File: src/rtl/btt_pkg.sv
package btt_pkg;

  localparam int CLK_HZ   = 100_000_000;
  localparam int SLOW_HZ  = 32_768;
  localparam int FAST_HZ  = 4_000_000;
  localparam int SLOW_DIV = CLK_HZ / SLOW_HZ;
  localparam int FAST_DIV = CLK_HZ / FAST_HZ;
  localparam int DIV_W    = 12;

  localparam int NTMR   = 3;
  localparam int RT_W   = 14;
  localparam int BT_W   = 9;
  localparam int SYNC_N = 3;

  // Register indices; byte address is four times the index
  localparam logic [7:0] IDX_TM0_CNT = 8'h00;
  localparam logic [7:0] IDX_TM0_CTL = 8'h01;
  localparam logic [7:0] IDX_TM0_EN  = 8'h02;
  localparam logic [7:0] IDX_TM1_CNT = 8'h04;
  localparam logic [7:0] IDX_TM1_CTL = 8'h05;
  localparam logic [7:0] IDX_TM1_EN  = 8'h06;
  localparam logic [7:0] IDX_TM2_CNT = 8'h08;
  localparam logic [7:0] IDX_TM2_CTL = 8'h09;
  localparam logic [7:0] IDX_TM2_EN  = 8'h0A;
  localparam logic [7:0] IDX_MIX     = 8'h2B;
  localparam logic [7:0] IDX_STATUS  = 8'h3C;
  localparam logic [7:0] IDX_MASK    = 8'h3D;
  localparam logic [7:0] IDX_STRIDE  = 8'h04;

  // Field positions
  localparam int CTL_SRC_LSB  = 0;
  localparam int CTL_RELOAD   = 4;
  localparam int EN_BIT       = 0;
  localparam int MIX_SINGLE   = 4;
  localparam int MIX_FT_SRC   = 5;
  localparam int CNT_MSB      = 7;

  // Reset values
  localparam logic [7:0] RST_LATCH = 8'h00;
  localparam logic [7:0] RST_CTL   = 8'h1E;
  localparam logic [7:0] RST_MIX   = 8'h00;
  localparam logic [2:0] RST_IRQ   = 3'h0;

  // Source select decode
  localparam logic [2:0] SRC_CHAIN  = 3'h0;
  localparam logic [2:0] SRC_RT13   = 3'h1;
  localparam int         RT_BASE    = 11;
  localparam int         BT_BASE    = 7;

  typedef struct packed {
    logic [7:0] latch;
    logic [7:0] ctl;
    logic       en;
    logic       start;
  } btt_cfg_s;

  typedef struct packed {
    logic [7:0] count;
    logic       underflow;
    logic       running;
  } btt_stat_s;

endpackage : btt_pkg

File: src/rtl/btt_tickgen.sv
`timescale 1ns/1ps
module btt_tickgen
  import btt_pkg::*;
(
  input  wire logic            clk,
  input  wire logic            reset,
  output logic                 slow_tick,
  output logic [RT_W-1:0]      rt_ticks,
  output logic [BT_W:0]        bt_vec
);

  logic [DIV_W-1:0] sdiv_reg, sdiv_next;
  logic [DIV_W-1:0] fdiv_reg, fdiv_next;
  logic [RT_W-1:0]  rt_reg, rt_next;
  logic [BT_W-1:0]  bt_reg, bt_next;
  logic             fast_tick;

  assign slow_tick = (sdiv_reg == DIV_W'(SLOW_DIV - 1));
  assign fast_tick = (fdiv_reg == DIV_W'(FAST_DIV - 1));

  always_comb begin
    sdiv_next = slow_tick ? '0 : sdiv_reg + 1'b1;
    fdiv_next = fast_tick ? '0 : fdiv_reg + 1'b1;
    rt_next   = slow_tick ? rt_reg + 1'b1 : rt_reg;
    bt_next   = fast_tick ? bt_reg + 1'b1 : bt_reg;
  end

  always_ff @(posedge clk) begin
    if (reset) begin
      sdiv_reg <= '0;
      fdiv_reg <= '0;
      rt_reg   <= '0;
      bt_reg   <= '0;
    end else begin
      sdiv_reg <= sdiv_next;
      fdiv_reg <= fdiv_next;
      rt_reg   <= rt_next;
      bt_reg   <= bt_next;
    end
  end

  // Prescaler tap n ticks once every 2^(n+1) base ticks on rt_ticks, every 2^n base ticks on bt_vec
  assign bt_vec[0] = fast_tick;
  for (genvar n = 0; n < RT_W; n++) begin : g_rt
    assign rt_ticks[n] = slow_tick & (&rt_reg[n:0]);
  end
  for (genvar n = 0; n < BT_W; n++) begin : g_bt
    assign bt_vec[n+1] = fast_tick & (&bt_reg[n:0]);
  end

endmodule : btt_tickgen

File: src/rtl/btt_timer.sv
`timescale 1ns/1ps
module btt_timer
  import btt_pkg::*;
#(
  parameter int BT_SHIFT = 0
)(
  input  wire logic            clk,
  input  wire logic            reset,
  input  wire btt_cfg_s        cfg,
  input  wire logic            chain_tick,
  input  wire logic [RT_W-1:0] rt_ticks,
  input  wire logic [BT_W:0]   bt_vec,
  output btt_stat_s            stat
);

  logic [7:0] cnt_reg, cnt_next;
  logic       act_reg, act_next;
  logic       uf_reg, uf_next;
  logic       tick;
  logic [3:0] src;
  logic       reload;

  assign src    = cfg.ctl[CTL_SRC_LSB +: 4];
  assign reload = cfg.ctl[CTL_RELOAD];

  // Tick source select
  always_comb begin
    if (src[3:1] == SRC_CHAIN) begin
      tick = chain_tick;
    end else if (src[3:1] == SRC_RT13) begin
      tick = rt_ticks[RT_W-1];
    end else if (!src[3]) begin
      tick = rt_ticks[RT_BASE - 2 * int'(src[1:0])];
    end else begin
      tick = bt_vec[BT_BASE + BT_SHIFT - int'(src[2:0])];
    end
  end

  always_comb begin
    cnt_next = cnt_reg;
    act_next = act_reg;
    uf_next  = 1'b0;
    if (cfg.start) begin
      cnt_next = cfg.latch;
      act_next = 1'b1;
    end else if (!cfg.en) begin
      act_next = 1'b0;
    end else if (act_reg && tick) begin
      if (cnt_reg == 8'h00) begin
        if (reload) begin
          cnt_next = cfg.latch;
        end
      end else begin
        cnt_next = cnt_reg - 8'h01;
        if (cnt_reg == 8'h01) begin
          uf_next = 1'b1;
          if (!reload) begin
            act_next = 1'b0;
          end
        end
      end
    end
  end

  always_ff @(posedge clk) begin
    if (reset) begin
      cnt_reg <= RST_LATCH;
      act_reg <= 1'b0;
      uf_reg  <= 1'b0;
    end else begin
      cnt_reg <= cnt_next;
      act_reg <= act_next;
      uf_reg  <= uf_next;
    end
  end

  assign stat.count     = cnt_reg;
  assign stat.underflow = uf_reg;
  assign stat.running   = act_reg;

endmodule : btt_timer

File: src/rtl/btt_top.sv
`timescale 1ns/1ps
module btt_top
  import btt_pkg::*;
(
  input  wire logic        clk,
  input  wire logic        reset,
  input  wire logic        psel,
  input  wire logic        penable,
  input  wire logic        pwrite,
  input  wire logic [31:0] paddr,
  input  wire logic [31:0] pwdata,
  input  wire logic [3:0]  pstrb,
  output logic [31:0]      prdata,
  output logic             pready,
  output logic             pslverr,
  input  wire logic        alternate_toggle_clock,
  input  wire logic        cx_pin,
  output logic             buzzer_data,
  output logic             irq
);

  btt_cfg_s              cfg [NTMR];
  btt_stat_s             stat [NTMR];
  logic [NTMR-1:0]       chain;
  logic [RT_W-1:0]       rt_ticks;
  logic [BT_W:0]         bt_vec;
  logic                  slow_tick;

  logic [7:0]            latch_reg [NTMR];
  logic [7:0]            latch_next [NTMR];
  logic [7:0]            ctl_reg [NTMR];
  logic [7:0]            ctl_next [NTMR];
  logic [NTMR-1:0]       en_reg, en_next;
  logic [NTMR-1:0]       start_reg, start_next;
  logic [7:0]            mix_reg, mix_next;
  logic [NTMR-1:0]       sts_reg, sts_next;
  logic [NTMR-1:0]       mask_reg, mask_next;
  logic [31:0]           rdata_reg, rdata_next;
  logic                  err_reg, err_next;

  logic [SYNC_N-1:0]     ft_sync_reg, ft_sync_next;
  logic [SYNC_N-1:0]     cx_sync_reg, cx_sync_next;
  logic                  ft_lvl_reg, ft_lvl_next;
  logic                  cx_lvl_reg, cx_lvl_next;
  logic                  cx_rise;
  logic [NTMR-1:0]       msb_reg, msb_next;
  logic                  ch0_reg, ch0_next;
  logic                  ch1_reg, ch1_next;
  logic                  bz_reg, bz_next;
  logic                  mixed_tone_channel;

  logic                  setup_ph, wr_acc;
  logic [7:0]            idx;
  logic                  mapped;
  logic                  wr_lane0;

  logic [NTMR-1:0]       hit_cnt, hit_ctl, hit_en;

  // Bus decode
  assign setup_ph = psel && !penable;
  // A refused access never reaches the registers
  assign wr_acc   = psel && penable && pwrite && !err_reg;
  assign idx      = paddr[9:2];
  assign wr_lane0 = pstrb[0];
  // No wait states: every access phase completes at once
  assign pready   = psel && penable;
  assign prdata   = rdata_reg;
  assign pslverr  = err_reg && pready;

  // Per-timer register hits
  for (genvar t = 0; t < NTMR; t++) begin : g_hit
    assign hit_cnt[t] = (idx == IDX_TM0_CNT + IDX_STRIDE * 8'(t));
    assign hit_ctl[t] = (idx == IDX_TM0_CTL + IDX_STRIDE * 8'(t));
    assign hit_en[t]  = (idx == IDX_TM0_EN + IDX_STRIDE * 8'(t));
  end

  always_comb begin
    mapped = (paddr[1:0] == 2'b00) && (paddr[31:10] == '0);
    if (mapped) begin
      mapped = 1'b0;
      for (int t = 0; t < NTMR; t++) begin
        if (hit_cnt[t] || hit_ctl[t] || hit_en[t]) begin
          mapped = 1'b1;
        end
      end
      if (idx == IDX_MIX || idx == IDX_STATUS || idx == IDX_MASK) begin
        mapped = 1'b1;
      end
    end
  end

  // Read data captured in the setup cycle
  always_comb begin
    rdata_next = rdata_reg;
    err_next   = err_reg;
    if (setup_ph) begin
      rdata_next = '0;
      err_next   = !mapped;
      for (int t = 0; t < NTMR; t++) begin
        if (hit_cnt[t]) begin
          rdata_next[7:0] = stat[t].count;
        end
        if (hit_ctl[t]) begin
          rdata_next[7:0] = ctl_reg[t];
        end
        if (hit_en[t]) begin
          rdata_next[EN_BIT] = en_reg[t];
        end
      end
      if (idx == IDX_MIX) begin
        rdata_next[7:0] = mix_reg;
      end
      if (idx == IDX_STATUS) begin
        rdata_next[NTMR-1:0] = sts_reg;
      end
      if (idx == IDX_MASK) begin
        rdata_next[NTMR-1:0] = mask_reg;
      end
    end
  end

  // Register writes
  always_comb begin
    mix_next   = mix_reg;
    mask_next  = mask_reg;
    en_next    = en_reg;
    // Start is a one-cycle strobe
    start_next = '0;
    sts_next   = sts_reg;
    for (int t = 0; t < NTMR; t++) begin
      latch_next[t] = latch_reg[t];
      ctl_next[t]   = ctl_reg[t];
    end
    if (wr_acc && wr_lane0) begin
      for (int t = 0; t < NTMR; t++) begin
        if (hit_cnt[t]) begin
          latch_next[t] = pwdata[7:0];
        end
        if (hit_ctl[t]) begin
          ctl_next[t] = pwdata[7:0];
        end
        if (hit_en[t]) begin
          en_next[t]    = pwdata[EN_BIT];
          start_next[t] = pwdata[EN_BIT];
        end
      end
      if (idx == IDX_MIX) begin
        mix_next = pwdata[7:0];
      end
      if (idx == IDX_MASK) begin
        mask_next = pwdata[NTMR-1:0];
      end
      if (idx == IDX_STATUS) begin
        sts_next = sts_reg & ~pwdata[NTMR-1:0];
      end
    end
    // Underflow sets win over a clear in the same cycle
    for (int t = 0; t < NTMR; t++) begin
      if (stat[t].underflow) begin
        sts_next[t] = 1'b1;
      end
    end
  end

  always_ff @(posedge clk) begin
    if (reset) begin
      for (int t = 0; t < NTMR; t++) begin
        latch_reg[t] <= RST_LATCH;
        ctl_reg[t]   <= RST_CTL;
      end
      en_reg    <= '0;
      start_reg <= '0;
      mix_reg   <= RST_MIX;
      sts_reg   <= RST_IRQ;
      mask_reg  <= RST_IRQ;
      rdata_reg <= '0;
      err_reg   <= 1'b0;
    end else begin
      for (int t = 0; t < NTMR; t++) begin
        latch_reg[t] <= latch_next[t];
        ctl_reg[t]   <= ctl_next[t];
      end
      en_reg    <= en_next;
      start_reg <= start_next;
      mix_reg   <= mix_next;
      sts_reg   <= sts_next;
      mask_reg  <= mask_next;
      rdata_reg <= rdata_next;
      err_reg   <= err_next;
    end
  end

  // Level interrupt: sticky status under its mask
  assign irq = |(sts_reg & mask_reg);

  // Pin inputs: accept a change once stages two and three agree
  always_comb begin
    ft_sync_next = {ft_sync_reg[SYNC_N-2:0], alternate_toggle_clock};
    cx_sync_next = {cx_sync_reg[SYNC_N-2:0], cx_pin};
    ft_lvl_next  = ft_lvl_reg;
    cx_lvl_next  = cx_lvl_reg;
    if (ft_sync_reg[1] == ft_sync_reg[2]) begin
      ft_lvl_next = ft_sync_reg[2];
    end
    if (cx_sync_reg[1] == cx_sync_reg[2]) begin
      cx_lvl_next = cx_sync_reg[2];
    end
  end

  // One chained tick per accepted rising level
  assign cx_rise = cx_lvl_next && !cx_lvl_reg;

  // Chained sources: external pin, then previous counter MSB falling
  always_comb begin
    for (int t = 0; t < NTMR; t++) begin
      msb_next[t] = stat[t].count[CNT_MSB];
    end
    chain[0] = cx_rise;
    for (int t = 1; t < NTMR; t++) begin
      chain[t] = msb_reg[t-1] && !stat[t-1].count[CNT_MSB];
    end
  end

  // Tone channels and buzzer output
  always_comb begin
    ch0_next = ch0_reg;
    ch1_next = ch1_reg;
    bz_next  = bz_reg;
    if (stat[0].underflow) begin
      ch0_next = !ch0_reg;
    end
    if (stat[1].underflow) begin
      ch1_next = !ch1_reg;
    end
    if (slow_tick) begin
      bz_next = mix_reg[MIX_FT_SRC] ? ft_lvl_reg : mixed_tone_channel;
    end
  end

  assign mixed_tone_channel = mix_reg[MIX_SINGLE] ? ch0_reg : (ch0_reg ^ ch1_reg);

  always_ff @(posedge clk) begin
    if (reset) begin
      ft_sync_reg <= '0;
      cx_sync_reg <= '0;
      ft_lvl_reg  <= 1'b0;
      cx_lvl_reg  <= 1'b0;
      msb_reg     <= '0;
      ch0_reg     <= 1'b0;
      ch1_reg     <= 1'b0;
      bz_reg      <= 1'b0;
    end else begin
      ft_sync_reg <= ft_sync_next;
      cx_sync_reg <= cx_sync_next;
      ft_lvl_reg  <= ft_lvl_next;
      cx_lvl_reg  <= cx_lvl_next;
      msb_reg     <= msb_next;
      ch0_reg     <= ch0_next;
      ch1_reg     <= ch1_next;
      bz_reg      <= bz_next;
    end
  end

  // Registered so the pin only moves on slow ticks
  assign buzzer_data = bz_reg;

  // Shared prescalers feed every timer source except the chained one
  btt_tickgen u_tickgen (
    .clk       (clk),
    .reset     (reset),
    .slow_tick (slow_tick),
    .rt_ticks  (rt_ticks),
    .bt_vec    (bt_vec)
  );

  for (genvar t = 0; t < NTMR; t++) begin : g_tmr
    assign cfg[t].latch = latch_reg[t];
    assign cfg[t].ctl   = ctl_reg[t];
    assign cfg[t].en    = en_reg[t];
    assign cfg[t].start = start_reg[t];
    btt_timer #(
      .BT_SHIFT ((t == NTMR - 1) ? 2 : 0)
    ) u_timer (
      .clk        (clk),
      .reset      (reset),
      .cfg        (cfg[t]),
      .chain_tick (chain[t]),
      .rt_ticks   (rt_ticks),
      .bt_vec     (bt_vec),
      .stat       (stat[t])
    );
  end

endmodule : btt_top

File: config.mk
export PLATFORM = sky130hd
export DESIGN_NAME = btt_top
export DESIGN_NICKNAME = d
export VERILOG_FILES = /design/src/rtl/btt_pkg.sv /design/src/rtl/btt_tickgen.sv /design/src/rtl/btt_timer.sv /design/src/rtl/btt_top.sv
export SDC_FILE = /design/constraint.sdc
export NUM_CORES = 1
export LEC_CHECK = 0
export BUFFER_PORTS_ARGS = -buffer_cell sky130_fd_sc_hd__buf_4
export CAP_MARGIN = 0
export CORE_MARGIN = 2
export CORE_UTILIZATION = 58
export DETAILED_ROUTE_END_ITERATION = 12
export PLACE_DENSITY = 0.8
export SYNTH_ARGS = -nofsm -noshare
export SYNTH_HDL_FRONTEND = slang
export SYNTH_SLANG_ARGS = --single-unit
File: constraint.sdc
create_clock -name clk -period 3.8 [get_ports clk]
set_input_delay 1.14 -clock clk [delete_from_list [all_inputs] [get_ports clk]]
set_output_delay 1.14 -clock clk [all_outputs]
set_load 0.02 [all_outputs]
==> impl_metrics.py <==
metrics = {
    "run_status": {
        "status": "complete, no violations",
    },
    "timing": {
        "rsz0062_at_grt": "false",
        "tightest_slew_ps": 815,
        "drv_slew": 0,
        "timing.final.crit_share_pct": 88.4,
        "clock_skew_ps": 7.09,
        "holdWs_ps": 433,
        "hold_violations": 0,
        "setup_viol": 0,
        "fmax_ghz": 0.298,
        "period_needed_ps": 3360,
        "slew_headroom_pct": 45.2,
        "fin_ws_ps": 442,
        "tns_ps": 0,
    },
    "clock_network": {
        "ctsRootBufferMaster": "clkbuf_16",
        "path_clk_slew_ps": 60,
        "clock_latency_ps": 430,
        "cts_hold_buffers": 0,
        "htreeDepth": 4,
        "ctsResizeCount": 0,
        "cts_sinks": 167,
        "post_cts_buffers": 0,
        "numCtsBuffers": 17,
        "tritoncts": "yes",
        "cts_buffer_depth": 2,
    },
    "worst_setup_path": {
        "cpLargestDelayFamily": "simple AND/OR/NAND/NOR gates",
        "path_common_cell": "ha_1",
        "max_stage_delay_ps": 470,
        "r2r_slack_ps": 440,
        "end_kind": "flop",
        "start_kind": "flop",
        "path_class": "reg -> reg",
        "r2r-end": "g_tmr[2].u_timer.cnt_reg[0]",
        "worstPathCellList": "ha_1 > nand3_1 > nor2_1 > ha_1 > mux2i_1 > a221oi_1 > a211oi_1 > a211oi_2 > nand3b_2 > or4_1 > a31oi_1",
        "cp_num_buf_inv": 0,
        "crit_path_end": "g_tmr[2].u_timer.cnt_reg[0]",
        "crit_required_ps": 4160,
        "rr_worst_depth": 11,
        "path_max_fanout": 12,
        "r2r_start": "u_tickgen.bt_reg[0]",
        "worst-path-stages": 11,
        "cp.arrival_ps": 3710,
        "startpoint": "u_tickgen.bt_reg[0]",
        "cpMaxStageDelayCell": "dfxtp_1",
    },
    "grt": {
        "grtUsageTotal_pct": 29.1,
        "first_global_vias": 7311,
        "antenna_found_initial": 0,
        "grt_max_degree": 40,
        "grt_pass1_wl_um": 37200,
        "grt_overflow": 0,
    },
    "yosys": {
        "synth_cell_types": 73,
        "synth_edf_count": 0,
        "syn_avg_cell_area_um2": 8.05,
        "synthCells": 1058,
        "ys_warn_count": 0,
        "ys_seq_area_share_pct": 39.3,
        "syn_area_um2": 8510,
        "synthFlopType": "dfxtp_1",
        "synth.ff_latch_count": 167,
        "async_reset_ff_share_pct": 0,
    },
    "floorplanning": {
        "dieArea_um2": 15700,
        "start_util_pct": 59.0,
        "die_h_um": 125,
        "core_um2": 14400,
        "fp.dieW_um": 125,
        "ioPinCount": 111,
        "num_rows": 44,
    },
    "power": {
        "power_density_nw_per_um2": 370,
        "p_leak_uw": 0.00368,
        "total_power_uw": 3550,
        "vdd_drop_max_mv": 0.293,
    },
    "placed_design": {
        "portBuffers": 59,
        "place_hpwl_um": 15800,
        "dp_worst_setup_slack_ps": 473,
        "place.gp.congestion": 0.970,
    },
    "hold_path": {
        "hold_path_class": "reg -> reg",
    },
    "drt": {
        "drt_iter0_markers": 853,
        "routed_via_density": 6.05,
        "drt-pass1-iter-count": 5,
        "wl_per_cell_um": 17.3,
        "drtAntennaViolNets": 0,
        "drt-total-wl_um": 22500,
        "vias": 7868,
        "drcViolationCount": 0,
    },
    "cells_and_area": {
        "diodes": 0,
        "fin_util_pct": 66.4,
        "n_fill_cell": 1240,
        "nets": 1198,
        "layout_commonest_cell": "dfxtp_1",
        "drive_above_1_share_pct": 11.5,
        "final_cell_mix": "167 x dfxtp_1, 136 x nand2_1, 117 x nor2_1, 77 x a21oi_1, 74 x buf_4",
        "area_growth_syn_to_layout_pct": 12.6,
    },
    "job": {
        "maxCapViolations": 0,
    },
}
how the worst min path moves through the flow:
stage	startpoint	end	slack, ps	depth (start not counted)
2_1_floorplan	g_tmr[2].u_timer.uf_reg	sts_reg[2]	410	2
3_3_place_gp	ft_sync_reg[0]	ft_sync_reg[1]	420	1
3_5_place_dp	ft_sync_reg[0]	ft_sync_reg[1]	420	1
4_1_cts	ft_sync_reg[0]	ft_sync_reg[1]	440	1
5_1_grt	ft_sync_reg[0]	ft_sync_reg[1]	470	1
6_report	ft_sync_reg[0]	ft_sync_reg[1]	430	1
worst register-to-register path: stages (launching register included):
cell and delay, ps:
dfxtp_1 470, ha_1 310, nand3_1 250, nor2_1 180, ha_1 170, mux2i_1 70, a221oi_1 310, a211oi_1 150
a211oi_2 410, nand3b_2 320, or4_1 470, a31oi_1 170
cell families (layout without fill, tap and decap cells):
logic type / Yosys count / after routing / share of synthesized area (%)
buffers and inverters: 105 / 140 / 5.73
and+or+nand+nor: 467 / 467 / 26.4
adders and majority gates: 19 / 19 / 2.79
muxes: 43 / 43 / 5.29
other: 1 / 24 / 0.0441
AOI/OAI and AO/OA: 220 / 220 / 16.7
DFF: 167 / 167 / 39.3
xor gates and xnor gates: 36 / 36 / 3.70
Yosys cell counts, types with 4 or more instances:
| cell type | n | area [µm²] |
|---|---|---|
| nor4b_1 | 4 | 35.0 |
| nand2_1 | 136 | 510 |
| nand4_1 | 17 | 106 |
| o31ai_1 | 6 | 45.0 |
| xnor2_1 | 14 | 123 |
| and3_1 | 12 | 75.1 |
| o211ai_1 | 17 | 128 |
| clkbuf_1 | 39 | 146 |
| nand4b_1 | 4 | 35.0 |
| o21ai_0 | 40 | 200 |
| ha_1 | 19 | 238 |
| or4_1 | 8 | 60.1 |
| nor4_1 | 24 | 150 |
| mux2i_1 | 36 | 360 |
| a31oi_1 | 8 | 50.1 |
| nand3_1 | 67 | 335 |
| nand2b_1 | 8 | 50.1 |
| dfxtp_1 | 167 | 3340 |
| or3_1 | 10 | 62.6 |
| xor2_1 | 22 | 193 |
| nor2b_1 | 13 | 81.3 |
| nor3_1 | 22 | 110 |
| buf_4 | 24 | 180 |
| o221ai_1 | 7 | 61.3 |
| a22oi_1 | 12 | 90.1 |
| nor3b_1 | 4 | 30.0 |
| a211oi_1 | 6 | 45.0 |
| a211o_1 | 4 | 35.0 |
| or2_2 | 5 | 31.3 |
| buf_1 | 4 | 15.0 |
| inv_1 | 35 | 131 |
| mux2_2 | 6 | 67.6 |
| a21oi_1 | 77 | 385 |
| nor2_1 | 118 | 443 |
| and2_1 | 4 | 25.0 |
routing by layer:
layer  track usage (%)  vias up  share of wire [%]
li1                  -     3838                  -
met1              40.4     3656                 44
met2              45.1      324                 45
met3              5.48       50                7.9
met4              11.4        0                3.1
met5                 0        -                  0
report_power, final:
| part | switching [µW] | leakage [µW] | total [µW] | internal (µW) |
|---|---|---|---|---|
| Clock | 704 | 0.000252 | 1600 | 897 |
| Combinational | 117 | 0.00208 | 176 | 59.1 |
| Sequential | 9.22 | 0.00135 | 1770 | 1760 |
| Total | 831 | 0.00368 | 3550 | 2720 |
cell type report:
cell class | instances | area, µm² | area share (%)
Inverter | 35 | 131 | 1.37
Multi-Input combinational cell | 809 | 4780 | 49.9
Tap cell | 184 | 230 | 2.40
Sequential cell | 167 | 3340 | 34.9
Timing Repair Buffer | 74 | 556 | 5.80
Clock inverter | 11 | 105 | 1.10
Clock buffer | 20 | 437 | 4.56
metrics by stage:
step                      area, µm²  instances
after floorplan                8600       1081
after global placement         9040       1269
after detailed placement       9040       1269
after CTS                      9580       1300
after global routing           9580       1300
final                          9580       1300
(Power assumes the default switching activity.)
